[config.mk]
export PLATFORM = sky130hd
export DESIGN_NAME = pep_top
export DESIGN_NICKNAME = d
export VERILOG_FILES = /design/src/pep_pkg.sv /design/src/pep_route.sv /design/src/pep_top.sv
export VERILOG_INCLUDE_DIRS = /design/src /design/src/src
export SDC_FILE = /design/constraint.sdc
export NUM_CORES = 1
export LEC_CHECK = 0
export BUFFER_PORTS_ARGS = -buffer_cell sky130_fd_sc_hd__clkbuf_2
export CAP_MARGIN = 0
export CORE_UTILIZATION = 55
export DETAILED_ROUTE_END_ITERATION = 6
export GPL_TIMING_DRIVEN = 0
export PLACE_DENSITY_LB_ADDON = 0.12
export SKIP_LAST_GASP = 1
export SLEW_MARGIN = 20
export SYNTH_ARGS = -nofsm -noshare
export SYNTH_HDL_FRONTEND = slang
export SYNTH_SLANG_ARGS = --single-unit
[constraint.sdc]
create_clock -name clk_sys -period 4.85 [get_ports clk_sys]
set_clock_uncertainty 0.15 [all_clocks]
set_input_delay 0.2425 -clock clk_sys [delete_from_list [all_inputs] [get_ports clk_sys]]
set_output_delay 0.2425 -clock clk_sys [all_outputs]
set_load 0.05 [all_outputs]
[src/pep_cfg.svh]
// Register offsets, field positions and reset values of the peripheral enable/priority block
`ifndef PEP_CFG_SVH
`define PEP_CFG_SVH
`define PEP_IDX_EN4 12'hf8e
`define PEP_IDX_EN5 12'hf91
`define PEP_IDX_PR1 12'hf9f
`define PEP_IDX_EN2 12'hfa0
`define PEP_IDX_PR2 12'hfa2
`define PEP_IDX_EN3 12'hfa3
`define PEP_IDX_PR3 12'hfa5
`define PEP_IDX_CTRL 12'hfd0
`define PEP_ADDR_W 14
`define PEP_EN_RST 8'h00
`define PEP_PR_RST 8'hff
`define PEP_EN2_MASK 8'hef
`define PEP_EN5_MASK 8'h3f
`define PEP_PR2_MASK 8'hef
`define PEP_FULL_MASK 8'hff
`define PEP_PR1_28PIN_MASK 8'h7f
`define PEP_CTRL_PRIO_BIT 7
`define PEP_CTRL_PERI_BIT 6
`define PEP_CTRL_MASK 8'hc0
`define PEP_RESP_OKAY 2'b00
`define PEP_RESP_SLVERR 2'b10
`define PEP_NSETS 7
`endif

[src/pep_pkg.sv]
// Types shared by the peripheral enable/priority block
package pep_pkg;
   typedef struct packed {
      logic [7:0] en2;
      logic [7:0] en3;
      logic [7:0] en4;
      logic [7:0] en5;
   } pep_flags_t;
   typedef struct packed {
      logic high;
      logic low;
   } pep_req_t;
   typedef enum logic [2:0] {
      PEP_SEL_EN2, PEP_SEL_EN3, PEP_SEL_EN4, PEP_SEL_EN5,
      PEP_SEL_PR1, PEP_SEL_PR2, PEP_SEL_PR3, PEP_SEL_NONE
   } pep_sel_t;
endpackage

[src/pep_route.sv]
// Per-source request routing to the high and low priority lines
`timescale 1ns/1ps
`default_nettype none
module pep_route (
   input wire logic [7:0] flag,   // Source flags
   input wire logic [7:0] enable, // Source enables
   input wire logic [7:0] prio,   // Source priorities
   output logic [7:0] reqHigh,    // Requests on high level
   output logic [7:0] reqLow      // Requests on low level
);
   wire [7:0] active = flag & enable; // RULE14
   assign reqHigh = active & prio; // RULE14
   assign reqLow = active & ~prio; // RULE14
endmodule
`default_nettype wire

[src/pep_top.sv]
// AXI4-Lite register file and request gating for peripheral enables and priorities
`include "pep_cfg.svh"
`timescale 1ns/1ps
`default_nettype none
// How it works
// RULE1: Enable set two, bit 4 reads zero
// RULE2: Enable set three, eight serial/timer/calendar sources
// RULE3: Enable set four, capture units ten to three
// RULE4: Enable set five, bits 7-6 read zero
// RULE5: Enable bits read/write, one permits, reset zero
// RULE6: Priority bits matter only with levels on
// RULE7: Priority bits read/write, one high, reset one
// RULE8: Priority set one, eight legacy sources
// RULE9: 28-pin parts lack parallel-port priority bit
// RULE10: Priority set two like enable two, bit4 zero
// RULE11: Priority set three ordered like enable three
// RULE12: Levels off needs peripheral global enable
// RULE13: Levels-on bit resets zero, zero means single
// RULE14: Flag and enable raise request at priority
// RULE15: Unimplemented bits ignore writes, read zero
module pep_top #(
   parameter bit PIN28 = 1'b0           // Small package variant
) (
   input wire logic clk_sys,            // 10 MHz system clock
   input wire logic nrst,               // Async reset, active low
   input wire logic [13:0] awaddr,      // Write address
   input wire logic awvalid,            // Write address valid
   output logic awready,                // Write address ready
   input wire logic [31:0] wdata,       // Write data
   input wire logic [3:0] wstrb,        // Write strobes
   input wire logic wvalid,             // Write data valid
   output logic wready,                 // Write data ready
   output logic [1:0] bresp,            // Write response
   output logic bvalid,                 // Write response valid
   input wire logic bready,             // Write response ready
   input wire logic [13:0] araddr,      // Read address
   input wire logic arvalid,            // Read address valid
   output logic arready,                // Read address ready
   output logic [31:0] rdata,           // Read data
   output logic [1:0] rresp,            // Read response
   output logic rvalid,                 // Read data valid
   input wire logic rready,             // Read data ready
   input wire pep_pkg::pep_flags_t flags, // Peripheral flag bits
   input wire logic [7:0] flagSet1,     // Flags of priority set one sources
   output pep_pkg::pep_req_t irq,       // High and low requests
   output logic [7:0] levelsBits        // Control register image
);
   import pep_pkg::*;

   logic rstMeta, rstSync;

   // Byte address is four times the register index
   function automatic logic [13:0] regAddr(input logic [11:0] idx);
      regAddr = {idx, 2'b00};
   endfunction

   function automatic pep_sel_t decode(input logic [13:0] a);
      unique case (a)
         regAddr(`PEP_IDX_EN2): decode = PEP_SEL_EN2;
         regAddr(`PEP_IDX_EN3): decode = PEP_SEL_EN3;
         regAddr(`PEP_IDX_EN4): decode = PEP_SEL_EN4;
         regAddr(`PEP_IDX_EN5): decode = PEP_SEL_EN5;
         regAddr(`PEP_IDX_PR1): decode = PEP_SEL_PR1;
         regAddr(`PEP_IDX_PR2): decode = PEP_SEL_PR2;
         regAddr(`PEP_IDX_PR3): decode = PEP_SEL_PR3;
         default: decode = PEP_SEL_NONE;
      endcase
   endfunction

   always_ff @(posedge clk_sys or negedge nrst) begin
      if (!nrst) begin
         rstMeta <= 1'b0;
         rstSync <= 1'b0;
      end else begin
         rstMeta <= 1'b1;
         rstSync <= rstMeta;
      end
   end

   logic [7:0] en2, en3, en4, en5, pr1, pr2, pr3, ctrl;
   logic awHeld, wHeld;
   logic [13:0] awAddrQ;
   logic [31:0] wDataQ;
   logic wStrbQ;

   // Address and data may arrive in either order; hold each until both
   wire awTake = awvalid && awready;
   wire wTake = wvalid && wready;
   wire haveAw = awHeld || awTake;
   wire haveW = wHeld || wTake;
   wire [13:0] curAw = awHeld ? awAddrQ : awaddr;
   wire [31:0] curW = wHeld ? wDataQ : wdata;
   wire curStrb = wHeld ? wStrbQ : wstrb[0];
   wire doWrite = haveAw && haveW && !bvalid;
   wire isCtrlW = curAw == regAddr(`PEP_IDX_CTRL);
   wire pep_sel_t wSel = decode(curAw);
   wire wHit = wSel != PEP_SEL_NONE || isCtrlW;
   wire wEn = doWrite && wHit && curStrb;
   wire [7:0] wByte = curW[7:0];
   // Constant, so the reset branch below loads constants only
   localparam logic [7:0] pr1Mask = PIN28 ? `PEP_PR1_28PIN_MASK : `PEP_FULL_MASK; // RULE9

   wire [7:0] next_en2 = wByte & `PEP_EN2_MASK; // RULE1 RULE15
   wire [7:0] next_en5 = wByte & `PEP_EN5_MASK; // RULE4 RULE15
   wire [7:0] next_pr1 = wByte & pr1Mask; // RULE8 RULE9
   wire [7:0] next_pr2 = wByte & `PEP_PR2_MASK; // RULE10 RULE15
   wire [7:0] next_ctrl = wByte & `PEP_CTRL_MASK;

   always_ff @(posedge clk_sys or negedge rstSync) begin
      if (!rstSync) begin
         awHeld <= 1'b0;
         wHeld <= 1'b0;
         awAddrQ <= '0;
         wDataQ <= '0;
         wStrbQ <= 1'b0;
      end else begin
         if (doWrite) begin
            awHeld <= 1'b0;
            wHeld <= 1'b0;
         end else begin
            if (awTake) awHeld <= 1'b1;
            if (wTake) wHeld <= 1'b1;
         end
         if (awTake) awAddrQ <= awaddr;
         if (wTake) begin
            wDataQ <= wdata;
            wStrbQ <= wstrb[0];
         end
      end
   end

   always_ff @(posedge clk_sys or negedge rstSync) begin
      if (!rstSync) begin
         awready <= 1'b0;
         wready <= 1'b0;
         bvalid <= 1'b0;
         bresp <= `PEP_RESP_OKAY;
      end else begin
         awready <= !haveAw && !bvalid && !(awvalid && awready);
         wready <= !haveW && !bvalid && !(wvalid && wready);
         if (doWrite) begin
            bvalid <= 1'b1;
            bresp <= wHit ? `PEP_RESP_OKAY : `PEP_RESP_SLVERR;
         end else if (bready) begin
            bvalid <= 1'b0;
         end
      end
   end

   always_ff @(posedge clk_sys or negedge rstSync) begin
      if (!rstSync) begin
         en2 <= `PEP_EN_RST; // RULE5
         en3 <= `PEP_EN_RST; // RULE5
         en4 <= `PEP_EN_RST; // RULE5
         en5 <= `PEP_EN_RST; // RULE5
         pr1 <= `PEP_PR_RST & pr1Mask; // RULE7 RULE9
         pr2 <= `PEP_PR_RST & `PEP_PR2_MASK; // RULE7 RULE10
         pr3 <= `PEP_PR_RST; // RULE7
         ctrl <= '0; // RULE13
      end else if (wEn) begin
         if (isCtrlW) ctrl <= next_ctrl; // RULE13
         else begin
            unique case (wSel)
               PEP_SEL_EN2: en2 <= next_en2;
               PEP_SEL_EN3: en3 <= wByte; // RULE2
               PEP_SEL_EN4: en4 <= wByte; // RULE3
               PEP_SEL_EN5: en5 <= next_en5;
               PEP_SEL_PR1: pr1 <= next_pr1;
               PEP_SEL_PR2: pr2 <= next_pr2;
               PEP_SEL_PR3: pr3 <= wByte; // RULE11
               PEP_SEL_NONE: ;
            endcase
         end
      end
   end

   // Read channel: one cycle answer, no side effects
   wire arTake = arvalid && arready;
   wire pep_sel_t rSel = decode(araddr);
   wire rCtrl = araddr == regAddr(`PEP_IDX_CTRL);
   logic [7:0] rByte;
   always_comb begin
      unique case (rSel)
         PEP_SEL_EN2: rByte = en2;
         PEP_SEL_EN3: rByte = en3;
         PEP_SEL_EN4: rByte = en4;
         PEP_SEL_EN5: rByte = en5;
         PEP_SEL_PR1: rByte = pr1;
         PEP_SEL_PR2: rByte = pr2;
         PEP_SEL_PR3: rByte = pr3;
         PEP_SEL_NONE: rByte = rCtrl ? ctrl : 8'h00;
      endcase
   end
   wire rHit = rSel != PEP_SEL_NONE || rCtrl;

   always_ff @(posedge clk_sys or negedge rstSync) begin
      if (!rstSync) begin
         arready <= 1'b0;
         rvalid <= 1'b0;
         rdata <= '0;
         rresp <= `PEP_RESP_OKAY;
      end else begin
         arready <= !rvalid && !arTake;
         if (arTake) begin
            rvalid <= 1'b1;
            rdata <= {24'h000000, rByte}; // RULE15
            rresp <= rHit ? `PEP_RESP_OKAY : `PEP_RESP_SLVERR;
         end else if (rready) begin
            rvalid <= 1'b0;
         end
      end
   end

   // Request gating; set-one sources have no enable here and are always enabled, except bit 7 when PIN28 is set
   logic [7:0] hi2, lo2, hi3, lo3, hi4, lo4, hi5, lo5, hi1, lo1;
   pep_route uR1 (.flag(flagSet1), .enable(pr1Mask), .prio(pr1), .reqHigh(hi1), .reqLow(lo1));
   pep_route uR2 (.flag(flags.en2), .enable(en2), .prio(pr2), .reqHigh(hi2), .reqLow(lo2));
   pep_route uR3 (.flag(flags.en3), .enable(en3), .prio(pr3), .reqHigh(hi3), .reqLow(lo3));
   pep_route uR4 (.flag(flags.en4), .enable(en4), .prio(`PEP_PR_RST),
                  .reqHigh(hi4), .reqLow(lo4));
   pep_route uR5 (.flag(flags.en5), .enable(en5), .prio(`PEP_PR_RST),
                  .reqHigh(hi5), .reqLow(lo5));

   wire levelsOn = ctrl[`PEP_CTRL_PRIO_BIT];
   wire periOn = ctrl[`PEP_CTRL_PERI_BIT];
   wire anyHi = |{hi1, hi2, hi3, hi4, hi5};
   wire anyLo = |{lo1, lo2, lo3, lo4, lo5};
   // Levels off: everything goes out on one line, gated by global enable
   wire next_high = levelsOn ? anyHi : ((anyHi || anyLo) && periOn); // RULE6 RULE12
   wire next_low = levelsOn && anyLo; // RULE6

   always_ff @(posedge clk_sys or negedge rstSync) begin
      if (!rstSync) begin
         irq <= '0;
         levelsBits <= '0;
      end else begin
         irq.high <= next_high;
         irq.low <= next_low;
         levelsBits <= ctrl;
      end
   end
endmodule
`default_nettype wire

== Yosys cells after proc, flatten, opt, wreduce, memory -nomap -nowiden ==
Index checks and enable logic that the tools add are counted.
Widths: inputs -> output; s select.
Word-level totals
  bits in latches: 0
  flip-flop bits (word level): 102
  memories kept: 0
  memory bits (writable): 0
  bits in read-only memories: 0
Cells by class
  bitwise operators: 14
  order comparisons: 0
  eq/ne operators: 31
  divide/modulo/power cells: 0
  mux-type cells: 18
  $add $sub $neg: 0
  multipliers: 0
  shift operators: 0
  reduce and logical (&&, ||, !) cells: 42
Operators with widths (number)
  $eq 14x14->1 const B: 16
  $and 8x8->8: 9
  $pmux 8 s8: 1
  $pmux 3 s7: 2
  $reduce_or 40->1: 1
  $not 8->8: 3
  $reduce_or 24->1: 1
  $eq 3x3->1 const B: 7
  $reduce_and 3->1: 7
  $mux 8: 2
  $logic_and 1x1->1: 14
  $mux 14: 1
  $eq 3x2->1 const B: 4
  $mux 1: 10
  $and 8x6->8: 1
  $reduce_bool 2->1: 4
  $logic_not 1->1: 7
  $eq 3x1->1 const B: 2
  $logic_not 3->1: 2
  $ne 3x3->1 const B: 2
  $logic_or 1x1->1: 5
  $mux 2: 2
  $reduce_and 2->1: 1
  $not 1->1: 1

== Depth between registers and ports, before layout ==
Gate-level depths: netlist (run 1).
  depth in word-level cells: 8
  depth in mapped cells: 8

== Modules after synthesis ==
Synthesis (run 1) repeated with hierarchy kept, for this count alone.
Unflattened totals
  cell total of the unflattened synthesis: 495
  area total of the unflattened synthesis: 5806.8 um2
Modules (own cells, without submodules)
  pep_top: cells each 415, seq. area each 2531.2 um2, instances 1, area each 5156.2 um2
  pep_route: cells each 16, seq. area each 0.0 um2, instances 5, area each 130.1 um2

== Least setup slack after synthesis (run 1) ==
No wires, ideal clock.
  path type: flip-flop to flip-flop
  from: register wready
  to: register en4[0]
  data required time: 4.575 ns
  data arrival time: 2.107 ns
  setup slack: 2.468 ns
  stages on the path, launching flop included: 7
  buffers on the path: 1
  cell sequence: dfrtp_1 -> nand4b_1 -> a211oi_2 -> o31a_1 -> and3_4 -> buf_6 -> mux2_4
Between the ends
  longest elaborated chain between the ends: 7
RTL lines
  from (decl): line pep_top.sv:32  | output logic wready,
  from (signal assigned): line pep_top.sv:140  | wready <= !haveW && !bvalid && !(wvalid && wready);
  $logic_and 1x1->1: line pep_top.sv:88  | wire wTake = wvalid && wready;
  $logic_or 1x1->1: line pep_top.sv:90  | wire haveW = wHeld || wTake;
  $logic_and 1x1->1 (2 in a row): line pep_top.sv:94  | wire doWrite = haveAw && haveW && !bvalid;
  $logic_and 1x1->1 (2 in a row): line pep_top.sv:98  | wire wEn = doWrite && wHit && curStrb;
  $reduce_and 3->1 (no line)
  to (signal assigned): line pep_top.sv:154  | en4 <= `PEP_EN_RST;
  to (signal assigned): line pep_top.sv:166  | PEP_SEL_EN4: en4 <= wByte;
  to (decl): line pep_top.sv:80  | logic [7:0] en2, en3, en4, en5, pr1, pr2, pr3, ctrl;
Every way passes these cells.
A chain may end at the register's enable or synchronous reset.

== Worst setup path after layout (run 1) ==
  from: register awHeld
  to: register en3[3]
Between the ends
  longest elaborated chain between the ends: 8
  elaborated cells between the ends (all ways): 20
  those cells by class: eq/ne (10); mux (2); bitwise (1); reduce/logical (7)
RTL lines
  from (decl): line pep_top.sv:81  | logic awHeld, wHeld;
  from (signal assigned): line pep_top.sv:111  | awHeld <= 1'b0;
  from (signal assigned): line pep_top.sv:118  | awHeld <= 1'b0;
  from (signal assigned): line pep_top.sv:121  | if (awTake) awHeld <= 1'b1;
  $mux 14: line pep_top.sv:91  | wire [13:0] curAw = awHeld ? awAddrQ : awaddr;
  $eq 14x14->1: line pep_top.sv:58  | unique case (a)
  $pmux 3 s7: line pep_top.sv:58
  $ne 3x3->1: line pep_top.sv:97  | wire wHit = wSel != PEP_SEL_NONE || isCtrlW;
  $logic_or 1x1->1: line pep_top.sv:97
  $logic_and 1x1->1 (2 in a row): line pep_top.sv:98
  $reduce_and 3->1 (no line) (*)
  to (signal assigned): line pep_top.sv:153  | en3 <= `PEP_EN_RST;
  to (signal assigned): line pep_top.sv:165  | PEP_SEL_EN3: en3 <= wByte;
  to (decl): line pep_top.sv:80
Mark *: on every way between the ends. The rest lies on a longest branch, timed or not.

==> reports/qor_table.md, run 1 <==
| Quantity | Reported |
| --- | --- |
| Total die area | 10100 um^2 |
| Sw Ratio | 0.387 |
| Critical path data arrival time | 2580 ps |
| Final worst-path cycle share | 0.511 |
| Buffer levels on the longest clock path | 2 |
| YS warnings | 0 |
| Post-CTS setup buffers | 0 |
| Pin count of the biggest net entering global routing | 56 |
| Half-perimeter wire length after detailed placement | 10300 um |
| Hold violation count in the final report | 0 |
| Layout fillers | 766 |
| Post-Place Worst Slack | 2400 ps |
| Area of the core | 9330 um^2 |
| Final Worst Setup Slack | 2370 ps |
| First-pass GRT wire length | 21800 um |
| I/O pin total | 162 |
| Post-layout net count | 734 |
| Total of cells resized after clock tree synthesis | 0 |
| GRT Util Overall | 0.289 |
| Port Buf Inserts | 99 |
| Sequential cell area | 2530 um^2 |
| Aggregate negative setup slack | 0 ps |
| Weighted congestion reported at the end of routability-driven placement | 0.880 |
| Combined area of the multi-input logic cells | 2580 um^2 |
| H-tree depth reported by CTS | 3 |
| Sequential share of the synthesized area | 0.474 |
| Power per cell area | 389 nW/um^2 |
| Net load switching power | 0.988 mW |
| Static leakage | 3.04 nW |
| DRC violations left | 0 |
| Worst-path fanout max | 10 |
| CTS root buffer | clkbuf_8 |
| Final Cell Area | 6570 um^2 |
| Die width | 101 um |
| Primary flip-flop cell chosen by synthesis mapping | dfrtp_1 |
| Wirelength per Cell | 18.1 um |
| Simple logic cell fraction of the synthesized area | 0.151 |
| Relative area change from synthesis to final layout | 22.8% |
| Result of the run | completed |
| Endpoint of the most critical register-to-register path | en3[3] |
| Number of rows in the core area | 35 |
| Average cell area after synthesis | 11.6 um^2 |
| End point of the most critical hold path | awAddrQ[6] |
| Number of synthesized flops with an enable pin | 0 |
| Fraction of power consumed by the clock network | 0.217 |
| Vias/cell | 5.70 |
| Clock Latency Late Sink | 380 ps |
| Diode insertion count for antenna repair | 0 |
| Critical Path Source Type | flip-flop |
| Worst hold stages | 2 |
| P_int | 1.56 mW |
| Overall via count from detail_route | 4312 |
| Post-CTS Hold Buffers | 21 |
| Initial antenna violation count | 0 |
| DR iter-0 viols | 190 |
| Slew headroom | 0.400 |
| Start of the worst register-to-register path | awHeld |
| Setup-violating endpoint count in the final report | 0 |
| WP data required | 4960 ps |
| Initial Util | 0.573 |
| Area share of fa/ha/maj cells after synthesis | 0 |
| Reg power frac | 0.434 |
| Vias in the first global route | 4258 |
| Largest family of logic cells by synthesized area | multiplexers |
| Layout cell share with drive strength beyond 1 | 0.444 |
| CTS tree | done |
| Post-synth ARST share | 1.00 |
| Post-synthesis instance total | 460 |
| Yosys reg bits | 100 |
| Area post-placement | 6150 um^2 |
| TritonCTS Sinks | 100 |
| Post-CTS clock slew at the launch and capture registers of the worst setup and hold paths | 110 ps |
| Fraction of synthesized cell area in xor and xnor cells | 0 |
| Portion of total power attributed to combinational logic | 0.349 |
| Depth of the worst register-to-register path | 6 |
| Unrepaired setup endpoints after global routing | no |
| Y dimension of the die | 101 um |
| Total length of routed wires | 13700 um |
| Post-synthesis mux area share | 0.189 |
| Worst Tran Pin Value | 892 ps |
| Share of the synthesized area in compound gates (AO/OA/AOI/OAI) | 0.120 |
| Minimum clock period after layout | 2480 ps |
| Start point of the worst min-delay path | awaddr[6] |
| Worst supply voltage drop on vdd | 0.317 mV |
| Number of pins with negative max-slew slack in the final report | 0 |
| Netlist Area Pre-Place | 5350 um^2 |
| Register-to-Register Setup Slack | 2370 ps |
| Type of the worst setup path | flip-flop to flip-flop |
| Class of the tightest hold or removal check | input port to flip-flop |
| Count of distinct cell types in the synthesized netlist | 63 |
| Num CTS Buffers | 9 |
| Hold Worst Slack | 15.2 ps |
| Number of max-cap violations | 0 |
| Detailed-router iteration count before antenna repair | 5 |
| DRT antenna net count | 0 |
| Fmax | 0.404 GHz |
| Endpoint type of the worst setup path | flip-flop |
| Gr ovfl total | 0 |
## synthesized netlist by cell type, drive strengths merged, types with 2 or more instances
master	n	share of area
a2111oi	3	0.0049
a21oi	11	0.010
a221oi	4	0.0066
a222oi	7	0.013
a22o	3	0.0049
a22oi	10	0.014
a31o	2	0.0033
a31oi	11	0.013
a32oi	2	0.0033
and3	6	0.0080
and4	2	0.0033
and4b	3	0.0056
buf	37	0.053
clkbuf	3	0.0021
conb	2	0.0014
dfrtp	77	0.36
dfstp	23	0.11
inv	14	0.0098
mux2	86	0.19
nand2	22	0.015
nand2b	6	0.0070
nand3	17	0.019
nand3b	5	0.0070
nand4	8	0.012
nand4b	2	0.0033
nor2	20	0.014
nor2b	7	0.0082
nor3	12	0.012
nor4	5	0.0098
nor4b	6	0.013
o2111ai	3	0.0049
o211ai	3	0.0042
o21a	3	0.0042
o21ai	7	0.0066
o22ai	12	0.014
o31ai	2	0.0028
## cell usage in the layout (no fill, tap or decap), types with 4 or more instances in the layout
master and count:
a21oi_1 11, a221oi_1 4, a222oi_1 7, a22oi_1 10, a31oi_1 11, and3_1 5
buf_4 32, clkbuf_2 99, clkbuf_8 9, conb_1 33, dfrtp_1 76, dfstp_2 23
dlygate4sd3_1 21, inv_1 14, mux2_2 77, mux2_4 8, nand2_1 22, nand2b_1 6
nand3_1 14, nand3b_1 5, nand4_1 6, nor2_1 20, nor2b_1 7, nor3_1 11
o21ai_0 6, o22ai_1 12
## area by class of cell
type / instances / share of cell area
multi-input combinational: 337 / 0.394
sequential: 100 / 0.386
timing repair buffer: 121 / 0.112
buffer: 40 / 0.0448
tap: 129 / 0.0246
clock buffer: 9 / 0.0189
clock inverter: 7 / 0.0124
inverter: 14 / 0.00800
## power groups by stage
stage / clock network [mW] / logic (mW) / registers, mW
floorplan: 0 / 0.478 / 1.27
global placement: 0 / 0.847 / 1.12
detailed placement: 0 / 0.874 / 1.12
CTS: 0.568 / 0.891 / 1.11
global route: 0.603 / 0.947 / 1.13
finish: 0.554 / 0.891 / 1.11
## stage by stage
step / cells / total power, mW / utilization
after detailed placement: 720 / 2.00 / 0.659
after floorplan: 491 / 1.74 / -
after global placement: 719 / 1.97 / 0.656
final: 757 / 2.55 / 0.704
after global routing: 757 / 2.68 / 0.704
after CTS: 757 / 2.57 / 0.704
## how the worst max path moves through the flow
| stage | startpoint | to | depth (start not counted) |
|---|---|---|---|
| 6_report | awHeld | en3[3] | 6 |
| 5_1_grt | awHeld | en3[6] | 6 |
| 4_1_cts | awHeld | en3[3] | 6 |
| 3_5_place_dp | araddr[11] | rdata[1] | 7 |
| 3_3_place_gp | rstSync | en2[7] | 0 |
| 2_1_floorplan | rstSync | arready | 0 |
## kinds of logic (layout without fill, tap and decap cells)
family | count (synthesis) | after routing
flops | 100 | 100
buf+inv | 54 | 191
mux | 87 | 87
other cells | 2 | 33
compound gates | 88 | 88
simple gates | 129 | 129
## flip-flops by register name, summed over array words and instances, names as in the netlist, 2 cells and up
name,count
en4,8
rdata,8
pr3,8
en5,6
awAddrQ,14
irq,2
ctrl,2
en2,7
levelsBits,2
pr1,8
en3,8
pr2,7
wDataQ,8
## metal layers
metal	vias up	wire length (um)	GRT usage	part of all wire
met3	21	762	0.0451	0.056
li1	2023	-	-	-
met4	0	344	0.106	0.025
met5	-	0	0	0
met1	2097	5760	0.371	0.42
met2	171	6810	0.497	0.50
## critical path: stages, from the launching register on
cell and delay (ps):
dfrtp_1 410, buf_6 160, buf_6 150, a32oi_1 380
o31a_1 340, nand4_2 370, mux2_2 390
No activity file was read; power rests on OpenSTA's default activity.
==> run 2, diff against run 1 <==
--- a/config.mk
+++ b/config.mk
@@ -8,7 +8,7 @@
 export LEC_CHECK = 0
 export BUFFER_PORTS_ARGS = -buffer_cell sky130_fd_sc_hd__clkbuf_2
 export CAP_MARGIN = 0
-export CORE_UTILIZATION = 55
+export CORE_UTILIZATION = 52
 export DETAILED_ROUTE_END_ITERATION = 6
 export GPL_TIMING_DRIVEN = 0
 export PLACE_DENSITY_LB_ADDON = 0.12
==> constraint.sdc (replaced) <==
create_clock -name clk_sys -period 2.6 [get_ports clk_sys]
set_clock_uncertainty 0.15 [all_clocks]
set_input_delay 0.13 -clock clk_sys [delete_from_list [all_inputs] [get_ports clk_sys]]
set_output_delay 0.13 -clock clk_sys [all_outputs]
set_load 0.05 [all_outputs]
==> run 2 against run 1 <==
Compared with the run above:
- cell count is 1.8% higher
- setup slack worse by 2200 ps
- maximum frequency is 3.4% higher
- utilization is 2.6 points lower
- clock power is 95% higher
- first-iteration DRC count is 20% higher
- highest routed layer unchanged
==> reports/qor_table.md, run 2 (synthesis gave the netlist of run 1 again) <==
| Quantity | Reported |
| --- | --- |
| Result of the run | completed |
| CTS root buffer | clkbuf_8 |
| Worst-path fanout max | 10 |
| Diode insertion count for antenna repair | 0 |
| Gr ovfl total | 0 |
| Setup-violating endpoint count in the final report | 0 |
| GRT Util Overall | 0.268 |
| Worst supply voltage drop on vdd | 0.725 mV |
| Initial antenna violation count | 0 |
| Type of the worst setup path | flip-flop to flip-flop |
| Register containing the most flip-flops in the final layout | awAddrQ |
| TritonCTS Sinks | 100 |
| Layout cell share with drive strength beyond 1 | 0.436 |
| Total length of routed wires | 13500 um |
| Overall via count from detail_route | 4339 |
| Initial Util | 0.542 |
| First-pass GRT wire length | 21200 um |
| Class of the tightest hold or removal check | input port to flip-flop |
| Vias/cell | 5.63 |
| Fmax | 0.418 GHz |
| Unrepaired setup endpoints after global routing | no |
| Post-layout net count | 744 |
| Stage delay of the slowest cell on the critical path | 400 ps |
| Pin count of the biggest net entering global routing | 57 |
| DRC violations left | 0 |
| Hold violation count in the final report | 0 |
| H-tree depth reported by CTS | 3 |
| Post-Place Cells | 724 |
| Layout fillers | 796 |
| Num CTS Buffers | 9 |
| Combined area of the multi-input logic cells | 2590 um^2 |
| Number of max-cap violations | 0 |
| Die width | 103 um |
| Critical Path Source Type | flip-flop |
| WP data required | 2710 ps |
| Port Buf Inserts | 99 |
| Post-CTS clock slew at the launch and capture registers of the worst setup and hold paths | 100 ps |
| Total die area | 10700 um^2 |
| Slew headroom | 0.297 |
| DRT antenna net count | 0 |
| Y dimension of the die | 103 um |
| Aggregate negative setup slack | 0 ps |
| Cell type of the slowest stage on the worst timing path | dfrtp_1 |
| Number of pins with negative max-slew slack in the final report | 0 |
| CP Buf/Inv Count | 3 |
| Static leakage | 3.07 nW |
| Final worst-path cycle share | 0.921 |
| Hold Worst Slack | 68.3 ps |
| Weighted congestion reported at the end of routability-driven placement | 0.916 |
| Minimum clock period after layout | 2400 ps |
| DR iter-0 viols | 228 |
| Endpoint type of the worst setup path | flip-flop |
| Vias in the first global route | 4191 |
| Worst Tran Pin Value | 1040 ps |
| Family with the most delay on the worst path | compound AO/OA/AOI/OAI gates |
| Clock Latency Late Sink | 360 ps |
| Most frequent cells in the layout | clkbuf_2, mux2_2, dfrtp_1 |
| Wirelength per Cell | 17.5 um |
| Most common cell type on the critical path | buf_6 |
| Critical path data arrival time | 2500 ps |
| Buffer levels on the longest clock path | 2 |
| Detailed-router iteration count before antenna repair | 5 |
| Area of the core | 9860 um^2 |
| End-of-flow core utilization | 0.678 |
| Sequential cell area | 2530 um^2 |
| Max reg flops | 14 |
| CTS tree | done |
| Number of non-filler instances in the completed layout | 771 |
| Total Power Consumption | 4.83 mW |
| I/O pin total | 162 |
| Relative area change from synthesis to final layout | 25.1% |
| Half-perimeter wire length after detailed placement | 10100 um |
| Power per cell area | 722 nW/um^2 |
| Number of rows in the core area | 36 |
| Cell Chain, Critical Path | buf_6 -> buf_6 -> a32oi_1 -> o31a_1 -> and3_4 -> buf_6 -> mux2_4 |
| Most common cell after layout, fill and taps aside | clkbuf_2 |
-- run 2: worst paths after layout --
| kind | to | slack (ps) | startpoint | cells after the start |
|---|---|---|---|---|
| worst max-delay path | en4[1] | 200 | awHeld | 7 |
| worst min-delay path | irq[0] | 70 | flags[30] | 3 |
| worst max register to register | en4[1] | 200 | awHeld | 7 |
| worst min register to register | wDataQ[1] | 190 | rstSync | 0 |
| max in group asynchronous | pr3[4] | 1370 | rstSync | 1 |
| min in group asynchronous | wDataQ[1] | 190 | rstSync | 0 |
-- run 2: stage by stage --
stage / instance area [um^2] / worst slack [ps]
floorplan: 5460 / 218
global placement: 6120 / 208
detailed placement: 6150 / 171
CTS: 6680 / 161
global route: 6690 / 72.2
finish: 6690 / 205
-- run 2: worst reg2reg max path, delay by kind of cell (launching register included) --
kind	cells	cell delay [ps]
AOI/OAI and AO/OA	2	720
buffers and inverters	3	460
DFF	1	400
muxes	1	310
and+or+nand+nor	1	250
-- run 2: per-layer routing --
metal	vias to the layer above	wire (um)	GRT usage
met5	-	0	0
li1	2042	-	-
met3	21	850	0.0363
met1	2104	5720	0.351
met2	172	6700	0.454
met4	0	261	0.104
-- run 2: cell type report --
cell class	instances	share of cell area
clock buffer	10	0.0191
inverter	14	0.00786
buffer	40	0.0440
multi-input combinational	337	0.388
clock inverter	6	0.0129
tap	133	0.0249
sequential	100	0.379
timing repair buffer	131	0.125
-- run 2: what timing repair did --
item | 4_1_cts | 5_1_grt
hold endpoints to repair | 32 | 0
resized for setup | 0 | 1
endpoints found under the setup margin | 0 | 6
hold buffers | 31 | 0
setup buffers | 0 | 0
-- run 2: report_power, final --
group / switching [mW] / internal [mW] / total, mW
logic: 1.06 / 0.621 / 1.68
clock network: 0.542 / 0.543 / 1.08
registers: 0.218 / 1.85 / 2.07
